==> src/include/twwd_defines.vh <==
`ifndef TWWD_DEFINES_VH
`define TWWD_DEFINES_VH
// apb register byte offsets
`define TWWD_CTRL_OFS      12'h000
`define TWWD_HWCTRL_OFS    12'h004
`define TWWD_STATUS_OFS    12'h008
`define TWWD_MODE_OFS      12'h00C
// control word fields (bit 22..8 xor equals checksum bit 23)
`define TWWD_CK_BIT        23
`define TWWD_PAR_HI        22
`define TWWD_PAR_LO        8
`define TWWD_KEYB_BIT      13
`define TWWD_CFG_BIT       12
`define TWWD_PER_HI        10
`define TWWD_PER_LO        8
`define TWWD_CTRL_RMASK    32'h0080_3700
// hardware control fields
`define TWWD_KEYA_BIT      0
`define TWWD_WAKE_BIT      1
// status fields
`define TWWD_FAIL_HI       1
`define TWWD_FAIL_LO       0
`define TWWD_CMDERR_BIT    2
`define TWWD_LOW_BIT       3
`define TWWD_RUN_BIT       4
// device modes
`define TWWD_M_NORMAL      3'h0
`define TWWD_M_STOP        3'h1
`define TWWD_M_SLEEP       3'h2
`define TWWD_M_RESTART     3'h3
`define TWWD_M_FAILSAFE    3'h4
`define TWWD_M_INIT        3'h5
`define TWWD_M_SWDEV       3'h6
// mode register field
`define TWWD_MODE_HI       2
`define TWWD_MODE_LO       0
// timing: 1 ms tick, closed window 60 %
`define TWWD_CLK_HZ        100000000
`define TWWD_TICK_US       1000
`define TWWD_CLOSED_PCT    60
`define TWWD_PCT_DIV       100
`define TWWD_LOW_US        1000
`endif

==> src/hdl/twwd_ms_timer.v <==
`timescale 1ns/1ps
// one-cycle enable every tick_cyc clocks
module twwd_ms_timer #(
   parameter TICK_CYC = 100000
) (
   // clock and reset
   input  wire        ref_clk,
   input  wire        rst,
   // tick enable
   output reg         tick_r
);
   reg [31:0] cnt_r;

   always @(posedge ref_clk) begin
      if (rst) begin
         cnt_r  <= 32'h0000_0000;
         tick_r <= 1'b0;
      end else if (cnt_r >= TICK_CYC - 1) begin
         cnt_r  <= 32'h0000_0000;
         tick_r <= 1'b1;
      end else begin
         cnt_r  <= cnt_r + 32'h0000_0001;
         tick_r <= 1'b0;
      end
   end
endmodule // twwd_ms_timer

==> src/hdl/twwd_top.v <==
// Summary of operation
// in software development mode a miss restarts long open window, no reset
// any trigger failure sets the watchdog fail flags
// fail flags clear on good trigger or when watchdog is off; the code keeps them when fail-safe follows a watchdog failure
// time-out mode accepts a trigger anywhere in the period, restarting it
// time-out expiry pulls reset low, then restart or fail-safe
// window mode: closed then open window; trigger valid only when open
// closed window is 60 percent of the selected period
// host triggers between 0.72 and 1.20 of the period; the code expires the period at 1.0, so a trigger after that fails
// closed-window trigger or expiry gives reset, then restart or fail-safe
// control word bits 23..8 carry even parity
// bad parity discards the command and sets the command error flag
// reserved bits written count in the parity check
// stop disable only from normal mode with both keys set
// a sequence error clears key b; sequence restarts
// stop-mode trigger or return to normal re-enables, clears both keys
// key a cleared when sequence restarts; refused while key b clear
// with wake restart set, a bus wake in stop restarts the watchdog
// wake restart bit changes only in normal mode, before the sequence; the code also takes it in normal mode once the keys are set
// bus wake in stop raises interrupt and pulls can receive low; the code does so only with the watchdog off and wake restart set
// after long open window host serves as configured
// to disable again host returns to normal and repeats the sequence
// period select gives 10,20,50,100,200,500,1000,10000 ms
// valid control write is the trigger and restarts with new setting
// init, restart or reset release starts the long open window
// long open window length is a parameter; trigger ends it
`timescale 1ns/1ps
`include "twwd_defines.vh"
module twwd_top #(
   parameter LONG_MS  = 200,
   parameter TICK_CYC = (`TWWD_CLK_HZ / 1000000) * `TWWD_TICK_US,
   parameter FAIL_TO_FAILSAFE = 0
) (
   // clock and reset
   input  wire        ref_clk,
   input  wire        rst,
   // apb slave
   input  wire        psel,
   input  wire        penable,
   input  wire        pwrite,
   input  wire [11:0] paddr,
   input  wire [31:0] pwdata,
   output reg  [31:0] prdata,
   output reg         pready,
   output reg         pslverr,
   // system events
   input  wire        bus_wake,
   // pins
   output reg         reset_out_n,
   output reg         can_receive_out,
   output reg         wake_irq
);
   // reset hold follows the tick length so a short tick shortens it too
   localparam LOW_CYC = TICK_CYC * `TWWD_LOW_US / `TWWD_TICK_US;
   localparam [1:0] S_LONG = 2'h0;
   localparam [1:0] S_RUN  = 2'h1;
   localparam [1:0] S_OFF  = 2'h2;
   localparam [1:0] S_LOW  = 2'h3;

   reg         wake_s1_r;
   reg         wake_s2_r;
   reg         wake_d_r;
   reg  [2:0]  mode_r;
   reg         cfg_window_r;
   reg  [2:0]  per_r;
   reg         key_a_r;
   reg         key_b_r;
   reg         wake_en_r;
   reg  [1:0]  fail_r;
   reg         cmd_err_r;
   reg  [1:0]  st_r;
   reg  [13:0] ms_r;
   reg  [31:0] low_r;
   reg         fail_wd_r;
   wire        tick;

   // eight period codes
   // nominal period of each select code
   function [13:0] per_ms;
      input [2:0] sel;
      begin
         case (sel)
            3'h0:    per_ms = 14'd10;
            3'h1:    per_ms = 14'd20;
            3'h2:    per_ms = 14'd50;
            3'h3:    per_ms = 14'd100;
            3'h4:    per_ms = 14'd200;
            3'h5:    per_ms = 14'd500;
            3'h6:    per_ms = 14'd1000;
            default: per_ms = 14'd10000;
         endcase
      end
   endfunction

   // closed window 60 percent
   function [13:0] closed_ms;
      input [2:0] sel;
      reg   [31:0] p;
      begin
         p = {18'h0, per_ms(sel)} * `TWWD_CLOSED_PCT;
         p = p / `TWWD_PCT_DIV;
         closed_ms = p[13:0];
      end
   endfunction

   twwd_ms_timer #(.TICK_CYC(TICK_CYC)) twwd_ms_timer_inst (
      .ref_clk (ref_clk),
      .rst     (rst),
      .tick_r  (tick)
   );

   // wake pin comes from another domain
   always @(posedge ref_clk) begin
      if (rst) begin
         wake_s1_r <= 1'b0;
         wake_s2_r <= 1'b0;
         wake_d_r  <= 1'b0;
      end else begin
         wake_s1_r <= bus_wake;
         wake_s2_r <= wake_s1_r;
         wake_d_r  <= wake_s2_r;
      end
   end
   wire wake_rise = wake_s2_r & ~wake_d_r;

   wire acc    = psel & penable & pready;
   wire wr     = acc & pwrite;
   wire wr_ctl = wr & (paddr == `TWWD_CTRL_OFS);
   wire wr_hw  = wr & (paddr == `TWWD_HWCTRL_OFS);
   wire wr_md  = wr & (paddr == `TWWD_MODE_OFS);
   // even parity over 23..8
   // reserved bits included as written
   wire par_ok = ~(^pwdata[`TWWD_CK_BIT:`TWWD_PAR_LO]);
   wire in_normal = (mode_r == `TWWD_M_NORMAL) |
                    (mode_r == `TWWD_M_SWDEV);
   wire [2:0] new_mode = pwdata[`TWWD_MODE_HI:`TWWD_MODE_LO];
   // valid control write is the trigger
   wire trig = wr_ctl & par_ok;
   wire in_closed = cfg_window_r & (ms_r < closed_ms(per_r));
   wire expired = (ms_r >= per_ms(per_r)) & tick;
   wire long_end = (ms_r >= LONG_MS) & tick;
   // closed-window trigger is a failure
   wire bad_trig = trig & (st_r == S_RUN) & in_closed;
   // expiry fails
   wire miss = (st_r == S_RUN) & expired & ~trig;

   always @(posedge ref_clk) begin
      if (rst) begin
         pready  <= 1'b0;
         pslverr <= 1'b0;
         prdata  <= 32'h0000_0000;
      end else begin
         pready  <= psel & ~pready;
         pslverr <= 1'b0;
         prdata  <= 32'h0000_0000;
         if (psel & ~pready & ~pwrite) begin
            case (paddr)
               `TWWD_CTRL_OFS:
                  prdata <= {8'h00, ^{cfg_window_r, key_b_r, per_r},
                             9'h000, key_b_r, cfg_window_r, 1'b0,
                             per_r, 8'h00};
               `TWWD_HWCTRL_OFS:
                  prdata <= {30'h0, wake_en_r, key_a_r};
               `TWWD_STATUS_OFS:
                  // running covers the long open window as well
                  prdata <= {27'h0,
                             (st_r == S_RUN) | (st_r == S_LONG),
                             ~reset_out_n, cmd_err_r, fail_r};
               `TWWD_MODE_OFS:
                  prdata <= {29'h0, mode_r};
               default:
                  pslverr <= 1'b1;
            endcase
         end else if (psel & ~pready) begin
            pslverr <= ~((paddr == `TWWD_CTRL_OFS) |
                         (paddr == `TWWD_HWCTRL_OFS) |
                         (paddr == `TWWD_STATUS_OFS) |
                         (paddr == `TWWD_MODE_OFS));
         end
      end
   end

   always @(posedge ref_clk) begin
      if (rst) begin
         mode_r          <= `TWWD_M_INIT;
         cfg_window_r    <= 1'b0;
         per_r           <= 3'h0;
         key_a_r         <= 1'b0;
         key_b_r         <= 1'b0;
         wake_en_r       <= 1'b1;
         fail_r          <= 2'h0;
         cmd_err_r       <= 1'b0;
         st_r            <= S_LOW;
         ms_r            <= 14'h0000;
         low_r           <= 32'h0000_0000;
         fail_wd_r       <= 1'b0;
         reset_out_n     <= 1'b0;
         can_receive_out <= 1'b1;
         wake_irq        <= 1'b0;
      end else begin
         wake_irq <= 1'b0;
         if (tick && ms_r != 14'h3FFF)
            ms_r <= ms_r + 14'h0001;
         // bad parity sets command error, nothing else
         if (wr_ctl & ~par_ok)
            cmd_err_r <= 1'b1;
         else if (wr & (paddr == `TWWD_STATUS_OFS) &
                  pwdata[`TWWD_CMDERR_BIT])
            cmd_err_r <= 1'b0;
         if (trig & in_normal) begin
            cfg_window_r <= pwdata[`TWWD_CFG_BIT];
            per_r        <= pwdata[`TWWD_PER_HI:`TWWD_PER_LO];
            // key b written without key a order keeps sequence
            key_b_r      <= pwdata[`TWWD_KEYB_BIT];
            // new sequence start clears key a
            if (pwdata[`TWWD_KEYB_BIT] & key_a_r)
               key_a_r <= 1'b0;
         end
         if (wr_hw & in_normal) begin
            // key a refused without key b
            // second key only after the first
            if (pwdata[`TWWD_KEYA_BIT] & key_b_r)
               key_a_r <= 1'b1;
            // key a before key b is a sequence error
            else if (pwdata[`TWWD_KEYA_BIT])
               key_b_r <= 1'b0;
            // wake restart only in normal mode
            wake_en_r <= pwdata[`TWWD_WAKE_BIT];
         end
         if (wr_md) begin
            mode_r <= new_mode;
            if (new_mode == `TWWD_M_STOP && in_normal &&
                key_a_r && key_b_r) begin
               // off in stop clears fail flags
               st_r   <= S_OFF;
               fail_r <= 2'h0;
            end else if (new_mode == `TWWD_M_SLEEP ||
                         new_mode == `TWWD_M_RESTART) begin
               st_r   <= S_OFF;
               fail_r <= 2'h0;
            end else if (new_mode == `TWWD_M_FAILSAFE) begin
               st_r <= S_OFF;
               if (!fail_wd_r)
                  fail_r <= 2'h0;
            end else if (in_normal == 1'b0 &&
                         (new_mode == `TWWD_M_NORMAL ||
                          new_mode == `TWWD_M_SWDEV)) begin
               // back to normal restarts, keys cleared
               // from init or restart use long window
               st_r    <= S_LONG;
               ms_r    <= 14'h0000;
               key_a_r <= 1'b0;
               key_b_r <= 1'b0;
               can_receive_out <= 1'b1;
            end
         end else begin
            case (st_r)
               S_LOW: begin
                  if (low_r >= LOW_CYC - 1) begin
                     // reset release starts long window
                     reset_out_n <= 1'b1;
                     st_r        <= fail_wd_r & FAIL_TO_FAILSAFE ?
                                    S_OFF : S_LONG;
                     mode_r      <= fail_wd_r & FAIL_TO_FAILSAFE ?
                                    `TWWD_M_FAILSAFE : `TWWD_M_NORMAL;
                     ms_r        <= 14'h0000;
                     low_r       <= 32'h0000_0000;
                  end else
                     low_r <= low_r + 32'h0000_0001;
               end
               S_LONG: begin
                  // trigger ends long window; expiry without one fails, except in development mode
                  if (trig & in_normal) begin
                     st_r   <= S_RUN;
                     ms_r   <= 14'h0000;
                     fail_r <= 2'h0;
                  end else if (long_end & mode_r == `TWWD_M_SWDEV)
                     ms_r <= 14'h0000;
                  else if (long_end) begin
                     fail_r    <= fail_r + {1'b0, ~&fail_r};
                     fail_wd_r <= 1'b1;
                     st_r      <= S_LOW;
                     reset_out_n <= 1'b0;
                     mode_r    <= `TWWD_M_RESTART;
                  end
               end
               S_RUN: begin
                  if (bad_trig | miss) begin
                     // failure sets fail flags
                     fail_r <= fail_r + {1'b0, ~&fail_r};
                     // development mode restarts long window
                     if (mode_r == `TWWD_M_SWDEV) begin
                        st_r <= S_LONG;
                        ms_r <= 14'h0000;
                     end else begin
                        // reset low, restart or fail-safe
                        fail_wd_r   <= 1'b1;
                        st_r        <= S_LOW;
                        reset_out_n <= 1'b0;
                        mode_r      <= `TWWD_M_RESTART;
                     end
                  end else if (trig) begin
                     // trigger restarts the period
                     // new closed then open window
                     ms_r   <= 14'h0000;
                     // good trigger clears fail flags
                     fail_r <= 2'h0;
                     fail_wd_r <= 1'b0;
                  end
               end
               S_OFF: begin
                  if (mode_r == `TWWD_M_STOP &&
                      (trig || (wake_rise && wake_en_r))) begin
                     // stop-mode trigger re-enables
                     // bus wake restarts watchdog
                     st_r    <= S_LONG;
                     ms_r    <= 14'h0000;
                     key_a_r <= 1'b0;
                     key_b_r <= 1'b0;
                     if (!trig) begin
                        // irq and can receive low
                        wake_irq        <= 1'b1;
                        can_receive_out <= 1'b0;
                     end
                  end
               end
               default: st_r <= S_LOW;
            endcase
         end
      end
   end
endmodule // twwd_top

==> config.mk <==
export PLATFORM = sky130hd
export DESIGN_NAME = twwd_top
export DESIGN_NICKNAME = d
export VERILOG_FILES = /design/src/hdl/twwd_ms_timer.v /design/src/hdl/twwd_top.v
export VERILOG_INCLUDE_DIRS = /design/src /design/src/include
export SDC_FILE = /design/constraint.sdc
export NUM_CORES = 1
export LEC_CHECK = 0
export BUFFER_PORTS_ARGS = -buffer_cell sky130_fd_sc_hd__clkbuf_2
export CORE_MARGIN = 3
export CORE_UTILIZATION = 62
export CTS_CLUSTER_SIZE = 28
export DETAILED_ROUTE_END_ITERATION = 8
export GPL_ROUTABILITY_DRIVEN = 0
export PLACE_DENSITY = 0.82
export SLEW_MARGIN = 5
export SYNTH_ARGS = -nofsm -noshare
export SYNTH_HDL_FRONTEND = slang
export SYNTH_SLANG_ARGS = --single-unit
==> constraint.sdc <==
create_clock -name ref_clk -period 18 [get_ports ref_clk]
set_input_delay 3.6 -clock ref_clk [delete_from_list [all_inputs] [get_ports ref_clk]]
set_output_delay 3.6 -clock ref_clk [all_outputs]
set_load 0.03 [all_outputs]
# After elaboration in Yosys (flattened, before gate mapping)
# Cells that the tools add are included.
[word_totals]
reg_bits = 135
elab_cells = 260
in_bits = 50
out_inout_bits = 37
[classes]
addsub = 4
n_div = 1
magnitude_cmp = 5
bitwise_logic = 43
muxes = 100
mul = 1
reduce_logical = 37
n_eq_ne = 46
[ops]
columns = ["op", "n"]
rows = [
  ["14-bit two-way mux", 13],
  ["14-bit one-hot mux with 7 select lines", 1],
  ["24-bit one-hot mux with 4 select lines", 1],
  ["32-bit by 1-bit adder with 32-bit output, second input constant", 2],
  ["32-bit by 17-bit greater-or-equal comparator with 1-bit output, second input constant", 2],
  ["14-bit one-hot mux with 4 select lines", 1],
  ["1-bit two-way mux", 49],
  ["2-bit two-way mux", 22],
  ["20-bit by 7-bit divider with 32-bit output, second input constant", 1],
  ["32-bit two-way mux", 1],
  ["1-bit bitwise AND", 25],
  ["12-bit by 4-bit equality test with 1-bit output, second input constant", 2],
  ["3-bit two-way mux", 7],
  ["3-bit inequality test, second input constant", 7],
  ["7-bit AND reduction", 3],
  ["3-bit equality test, second input constant", 6],
  ["14-bit by 4-bit multiplier with 18-bit output, second input constant", 1],
  ["2-bit inequality test, second input constant", 9],
  ["16-bit parity", 1],
  ["14-bit by 1-bit adder with 14-bit output, second input constant", 1],
  ["14-bit greater-or-equal comparator", 1],
  ["14-bit by 8-bit greater-or-equal comparator with 1-bit output, second input constant", 1],
  ["14-bit less-than comparator", 1],
  ["14-bit inequality test, second input constant", 1],
  ["other kinds (35)", 78],
]

# Depth between registers and ports, before layout
# Gate-level depths: netlist of run 1.
[depth]
word_depth = 15
ltp_mapped = 65
ltp_nobuf = 58

# By module
# A second synthesis of run 1 with hierarchy kept.
[hier_totals]
hier_cells = 1227
area_unflattened_um2 = 9576.7
[by_module_without_submodules]
columns = ["mod", "seq_area_each_um2", "area_each_um2", "cells_per_inst", "n_inst"]
rows = [
  ["twwd_top", 1621.6, 8319.2, 1116, 1],
  ["twwd_ms_timer", 660.6, 1257.5, 111, 1],
]

# Worst setup path after synthesis of run 1
# No wires, ideal clock.
[synth_timing]
path_kind = "register to register"
startpoint = "register per_r[1]"
endpoint = "register ms_r[12]"
n_path_buf = 3
period_less_slack_ps = 12533
required_ps = 17934
path_stages_with_launch = 59
t_arrival_ps = 12467
setup_ps = 66
path_slack_ps = 5467
path_cell_list = "dfxtp_1 inv_1 ha_1 buf_2 nor3_2 nand2_1 inv_1 or3_1 inv_1 fa_1 inv_1 fa_1 ha_1 nor2b_1 o31ai_1 a2111oi_4 or4_1 nand2_2 (+23 left out) ha_1 nor2_1 and4_1 o21ai_1 a2111oi_4 o2111ai_2 inv_1 ha_1 nand2_1 nor2_1 nand3_1 a2111oi_0 o2111ai_1 a2111oi_4 o21a_1 o211ai_2 buf_4 a21oi_2"
[synth_via]
elab_chain_len = 11
elab_cells_between_ends = 21
classes_between = "mul: 1; div: 1; order compare: 2; eq/ne: 6; mux: 4; bitwise: 6; reduce/logical: 1"
[synth_rtl]
columns = ["item", "line", "text"]
rows = [
  ["start: declaration", "twwd_top.v:65", "reg [2:0] per_r;"],
  ["start signal: assignment", "twwd_top.v:212", "per_r <= pwdata[`TWWD_PER_HI:`TWWD_PER_LO];"],
  ["3-bit equality test, or another cell as far along", "twwd_top.v:82", "case (sel)"],
  ["14-bit one-hot mux with 7 select lines *", "twwd_top.v:82", ""],
  ["14-bit by 4-bit multiplier with 18-bit output (no line)", "--", ""],
  ["20-bit by 7-bit divider with 32-bit output (no line)", "--", ""],
  ["14-bit less-than comparator", "twwd_top.v:139", "wire in_closed = cfg_window_r & (ms_r < closed_ms(per_r));"],
  ["1-bit bitwise AND", "twwd_top.v:139", ""],
  ["1-bit bitwise AND", "twwd_top.v:143", "wire bad_trig = trig & (st_r == S_RUN) & in_closed;"],
  ["1-bit OR *", "twwd_top.v:288", "if (bad_trig | miss) begin"],
  ["14-bit two-way mux *", "twwd_top.v:288", ""],
  ["14-bit one-hot mux with 4 select lines *", "twwd_top.v:257", "case (st_r)"],
  ["14-bit two-way mux *", "twwd_top.v:230", "if (wr_md) begin"],
  ["end signal: assignment", "twwd_top.v:203", "ms_r <= ms_r + 14'h0001;"],
  ["end: declaration", "twwd_top.v:72", "reg [13:0] ms_r;"],
]
# Every way passes the cells marked *; elsewhere a longest branch is shown, timed or not.
# A chain may end at the register's enable or synchronous reset.

# Worst setup path in the final report of run 1
[layout_timing]
startpoint = "register per_r[0]"
endpoint = "register ms_r[1]"
# The elaborated chain is that of the path after synthesis.

==> results of run 1 <==
==> layout make-up <==
type	count	area, sq um	area share (%)
clock inverter	15	158	1.44
clock buffer	17	425	3.89
inverter	47	179	1.63
tap	216	270	2.47
sequential	114	2280	20.9
multi-input combinational	1090	7340	67.1
timing repair buffer	56	290	2.65
==> cell families (layout without fill, tap and decap cells) <==
| family | Yosys count | in the layout | share of synthesized area, % |
|---|---|---|---|
| other | 2 | 37 | 0.0743 |
| AND/OR/NAND/NOR | 529 | 529 | 26.8 |
| XOR/XNOR | 67 | 67 | 5.88 |
| adder cells (fa/ha/maj) | 61 | 61 | 8.19 |
| AO/OA/AOI/OAI | 376 | 376 | 28.1 |
| flip-flops | 114 | 114 | 22.6 |
| buffers and inverters | 118 | 135 | 6.14 |
| multiplexers | 20 | 20 | 2.33 |
==> state kept, by name (all words and copies together) (netlist names), 2 cells and up <==
signal and flops:
per_r 3, prdata 11, twwd_ms_timer_inst.cnt_r 32, fail_r 2, st_r 2, ms_r 14
mode_r 3, low_r 32
==> cell usage in the layout, fill, tap and decap left out, types with 14 or more instances in the layout <==
master,Yosys,final
nor4_1,17,17
nor3_1,38,38
clkbuf_16,0,17
xor2_1,22,22
inv_1,41,41
conb_1,2,37
nor2b_1,21,21
and2_1,28,28
a31oi_1,22,22
ha_1,51,51
nor2_1,133,133
a21oi_1,86,86
o21a_1,14,14
clkbuf_2,0,52
and3_1,24,24
nand2_1,116,116
nand3_1,53,53
dfxtp_1,114,114
nand4_1,23,23
o21ai_0,62,62
xnor2_1,44,44
==> per-layer routing <==
| metal | wire length (um) | vias to the layer above |
|---|---|---|
| met5 | 0 | - |
| met4 | 691 | 0 |
| met3 | 1940 | 59 |
| met2 | 12600 | 456 |
| met1 | 11100 | 4717 |
| li1 | - | 4772 |
==> worst paths after layout <==
check / endpoint / slack (ns) / cells past startpoint / startpoint
worst max register to register: ms_r[1] / 2.06 / 55 / per_r[0]
worst min-delay path: wake_s2_r / 0.43 / 1 / wake_s1_r
worst min register to register: wake_s2_r / 0.43 / 1 / wake_s1_r
worst max-delay path: ms_r[1] / 2.06 / 55 / per_r[0]
==> through the flow <==
stage / power [mW] / worst slack (ns) / area (sq um) / utilization, % / hold WS, ns
after floorplan: 0.374 / 5.47 / 10200 / - / 0.414
final: 0.723 / 2.06 / 10900 / 68.6 / 0.434
after global routing: 0.757 / 0.979 / 10900 / 68.6 / 0.458
after CTS: 0.726 / 2.39 / 10900 / 68.6 / 0.440
after global placement: 0.394 / 2.68 / 10400 / 65.0 / 0.416
after detailed placement: 0.398 / 2.45 / 10400 / 65.0 / 0.427
==> power by group through the flow <==
stage          Clock (mW)  Combinational [mW]  Sequential (mW)
6_report            0.328               0.116            0.279
5_1_grt             0.346               0.131            0.280
4_1_cts             0.332               0.116            0.278
3_5_place_dp            0               0.114            0.284
3_3_place_gp            0               0.112            0.283
2_1_floorplan           0              0.0942            0.280
==> flow_summary.yaml, run 1 <==
clock_tree:
  cts_buffers: 17
  htree_num_levels: 4
  clock_path_buffers: 2
  cts_root_buf: "clkbuf_16"
  postCtsSetupRepairBufs: 0
  hold_buffers: 0
  clkSlewWorstSetupHoldPaths_ns: 0.05
  insertion_delay_ns: 0.41
  post_cts_resized: 0
  tritoncts: "built"
  cts_sinks: 114
sta:
  final.setup.tns_ns: 0
  worst_pin_slew_ns: 0.930
  rsz0062_at_grt: "false"
  period_share_pct: 88.5
  max_slew_margin_pct: 37.8
  period_needed_ns: 15.94
  timing.fmax_mhz: 62.8
  hold_violations: 0
  drv_slew: 0
  finClkSkew_ns: 0.00677
  setup_violations: 0
worst_setup_path:
  cp.arrival_ns: 16.26
  critPathMaxFanout: 17
  critPathBufInv: 8
  crit_path_frequent_cell: "inv_1"
  critical_path.max_stage_delay_ns: 0.74
  cp-start-kind: "flop"
  critical_path_class: "reg -> reg"
  cpMaxStageDelayCell: "dfxtp_1"
  worstPathRequired_ns: 18.33
  worst_setup_path_end_kind: "flop"
  critPathTopFamily: "compound AO/OA/AOI/OAI gates"
finish:
  n_antenna_cell: 0
  syn2layout_area_growth_pct: 8.24
  stdcell_count: 1555
  fill_cells: 1338
  drive_above_1_share_pct: 13.2
  final_nets: 1436
synthesis:
  netlist_instances: 1287
  yosysMostFrequentCell: "nor2_1"
  ys_types: 124
  synth_top_area_share_pct: 22.6
  synthArstFlopShare_pct: 0
  synth_enable_flop_cells: 0
  synthTopCellsByArea: "dfxtp_1 (23%), ha_1 (6.3%), nor2_1 (4.9%)"
  synth_common_cells: "nor2_1 (133), nand2_1 (116), dfxtp_1 (114)"
  synth-seq-area-share_pct: 22.6
  yosysWarnings: 0
  avgSynthCellArea_sq_um: 7.86
  ys_seq_elements: 114
  synth_area_sq_um: 10100
  yosysTopAreaCell: "dfxtp_1"
  synth_flop_cell: "dfxtp_1"
power:
  power.internal_mw: 0.508
  powerDensity_nw_per_um2: 66.1
  clkPwrFrac_pct: 45.3
  power_frac_comb_pct: 16.1
  p_sw_mw: 0.215
  power_frac_seq_pct: 38.6
  leakage_nw: 4.41
  switching_share_pct: 29.7
  irDropWorstVdd_mv: 0.0968
floorplanning:
  pin_count: 87
  rows: 46
  start_util_pct: 63.4
  core_area_sq_um: 15900
  dieHeight_um: 134
  die_w_um: 134
  dieArea_sq_um: 17900
global_route:
  grt_pass1_vias: 9263
  grt_max_degree: 44
  use_met2_pct: 49.0
  grt_overflow: 0
  antenna_found_initial: 0
  grt_util_met3_pct: 4.49
  grt_most_used_layer: "met2"
  grt_pass1_wl_um: 44300
  track_usage_pct: 29.2
  grt.met1_usage_pct: 38.5
placed_design:
  port_buffers: 52
  dpl.hpwl_um: 19400
  dp.cells: 1523
routing:
  vias: 10004
  wl_per_cell_um: 17.0
  routed_wl_um: 26400
  ant_nets: 0
  drc: 0
  drt_pass1_iterations: 5
  via_per_inst: 6.43
  drt_iter0_markers: 1080
run_status:
  outcome: "finished, final reports clean"
min_path:
  hp-class: "reg -> reg"
job:
  drv_cap: 0
(Power assumes the default switching activity.)
==> run 2, diff against run 1 <==
--- a/config.mk
+++ b/config.mk
@@ -8,7 +8,7 @@
 export LEC_CHECK = 0
 export BUFFER_PORTS_ARGS = -buffer_cell sky130_fd_sc_hd__clkbuf_2
 export CORE_MARGIN = 3
-export CORE_UTILIZATION = 62
+export CORE_UTILIZATION = 61
 export CTS_CLUSTER_SIZE = 28
 export DETAILED_ROUTE_END_ITERATION = 8
 export GPL_ROUTABILITY_DRIVEN = 0
@@ -16,4 +16,5 @@
 export SLEW_MARGIN = 5
 export SYNTH_ARGS = -nofsm -noshare
 export SYNTH_HDL_FRONTEND = slang
+export SYNTH_HIERARCHICAL = 1
 export SYNTH_SLANG_ARGS = --single-unit
==> flow_summary.yaml, run 2 <==
worst_setup_path:
  worstPathRequired_ns: 18.29
  reg2reg_from: "per_r[0]"
  crit_path_frequent_cell: "nor2_1"
  critPathMaxFanout: 15
  critical_path_class: "reg -> reg"
  critical_path.max_stage_delay_ns: 0.69
  worst_setup_path_end_kind: "flop"
  cp-startpoint: "per_r[0]"
  cp.arrival_ns: 16.81
  cp-start-kind: "flop"
  cpMaxStageDelayCell: "o311ai_0"
floorplanning:
  pin_count: 87
  die_w_um: 131
  rows: 45
  start_util_pct: 62.8
  dieArea_sq_um: 17200
  core_area_sq_um: 15300
  dieHeight_um: 131
sta:
  setup_violations: 0
  worst_pin_slew_ns: 0.970
  max_slew_margin_pct: 35.1
  timing.fmax_mhz: 60.6
  final.setup.tns_ns: 0
  rsz0062_at_grt: "false"
  hold_violations: 0
  period_needed_ns: 16.51
  finClkSkew_ns: 0.00894
  period_share_pct: 91.7
  drv_slew: 0
routing:
  via_per_inst: 6.32
  drc: 0
  ant_nets: 0
  drt_pass1_iterations: 6
  wl_per_cell_um: 16.6
  vias: 9448
  drt_iter0_markers: 870
  routed_wl_um: 24900
global_route:
  grt_max_degree: 44
  antenna_found_initial: 0
  grt_overflow: 0
  grt_pass1_wl_um: 41000
  track_usage_pct: 27.9
  grt_pass1_vias: 8665
clock_tree:
  htree_num_levels: 4
  post_cts_resized: 0
  cts_buffers: 17
  hold_buffers: 0
  postCtsSetupRepairBufs: 0
  cts_sinks: 114
  clock_path_buffers: 2
  insertion_delay_ns: 0.41
  tritoncts: "built"
  clkSlewWorstSetupHoldPaths_ns: 0.05
  cts_root_buf: "clkbuf_16"
power:
  irDropWorstVdd_mv: 0.0916
  powerDensity_nw_per_um2: 72.8
  leakage_nw: 4.10
finish:
  drive_above_1_share_pct: 12.3
  final_nets: 1382
  syn2layout_area_growth_pct: 9.54
  mostFrequentLayoutCells: "nor2_1 (130), dfxtp_1 (114), nand2_1 (103), a21oi_1 (71), o21ai_0 (64)"
  mostFrequentLayoutCell: "nor2_1"
  stdcell_count: 1496
  n_antenna_cell: 0
  reg_top3: "low_r (32), twwd_ms_timer_inst/cnt_r (32), ms_r (14)"
synthesis:
  avgSynthCellArea_sq_um: 7.80
  synth_common_cells: "nor2_1 (130), dfxtp_1 (114), nand2_1 (103)"
  ys_types: 106
  ys_seq_elements: 114
  synthTopCellsByArea: "dfxtp_1 (24%), ha_1 (6.7%), xnor2_1 (5.1%)"
  netlist_instances: 1227
  synthArstFlopShare_pct: 0
  synth_area_sq_um: 9580
  synth_flop_cell: "dfxtp_1"
  synth_top_area_share_pct: 23.8
  yosysMostFrequentCell: "nor2_1"
  synth-seq-area-share_pct: 23.8
  yosysTopAreaCell: "dfxtp_1"
  synth_enable_flop_cells: 0
  yosysWarnings: 6
placed_design:
  dpl.hpwl_um: 18200
  dp.cells: 1464
  port_buffers: 52
job:
  drv_cap: 0
min_path:
  hp-start: "wake_s1_r"
  hp-class: "reg -> reg"
run_status:
  outcome: "finished, final reports clean"
[run 2: cell count changes in the layout (fill, tap and decap cells not counted), moves of 10 or more]
cell and change:
nand2_1 -13, nor4_1 +15, nand4_1 -11, nor2_2 +10, nand3_1 -13, a21oi_1 -15, nor3_2 +10, xnor2_1 +12
a21oi_2 -12
[run 2: area by class of cell]
type                    instances  area [sq um]
well taps                     211           264
flip-flops and latches        114          2280
multi-input cells            1037          6870
fillers                      1245          4770
inverters                      49           184
repair buffers                 53           268
clock inverters                12           156
clock buffers                  20           467
[run 2: path summary, 6_finish.rpt]
kind                to  cells past startpoint  slack (ns)
min          wake_s2_r                      1        0.45
min reg2reg  wake_s2_r                      1        0.45
max            st_r[1]                     53        1.49
max reg2reg    st_r[1]                     53        1.49
[run 2: worst max-delay path: cells and delay by family, from the launching register on]
family | cells | cell delay [ns]
and+or+nand+nor | 18 | 5.11
AOI/OAI and AO/OA | 16 | 5.01
adders and majority gates | 7 | 2.38
muxes | 3 | 1.24
buffers and inverters | 7 | 1.16
xor gates and xnor gates | 2 | 0.81
DFF | 1 | 0.63
[run 2: through the flow]
stage | util [%] | cell area (sq um) | hold WS, ns | total power [mW] | worst slack, ns
after floorplan | - | 9700 | 0.414 | 0.395 | 4.47
after global placement | 64.7 | 9870 | 0.418 | 0.415 | 2.11
after detailed placement | 64.7 | 9870 | 0.446 | 0.419 | 1.90
after CTS | 68.7 | 10500 | 0.462 | 0.764 | 1.85
after global routing | 68.7 | 10500 | 0.478 | 0.795 | 0.540
final | 68.7 | 10500 | 0.455 | 0.763 | 1.49
[run 2: layer usage]
layer,share of wire [%],track usage [%]
met1,42,35.1
met2,50,49.5
met3,5.9,4.36
met4,2.1,7.99
met5,0,0
[run 2: cell families (layout without fill, tap and decap cells)]
logic type	count (synthesis)	in the layout	synth area share, %
simple gates	529	529	29.7
compound gates	321	321	23.4
flops	114	114	23.8
buf+inv	110	134	5.77
xor+xnor	76	76	7.03
fa+ha+maj	60	60	8.54
mux	14	14	1.66
other cells	3	37	0.118
[run 2: report_power, final]
group	internal, mW	switching, mW
clock	0.228	0.116
sequential	0.266	0.0203
combinational	0.0471	0.0854
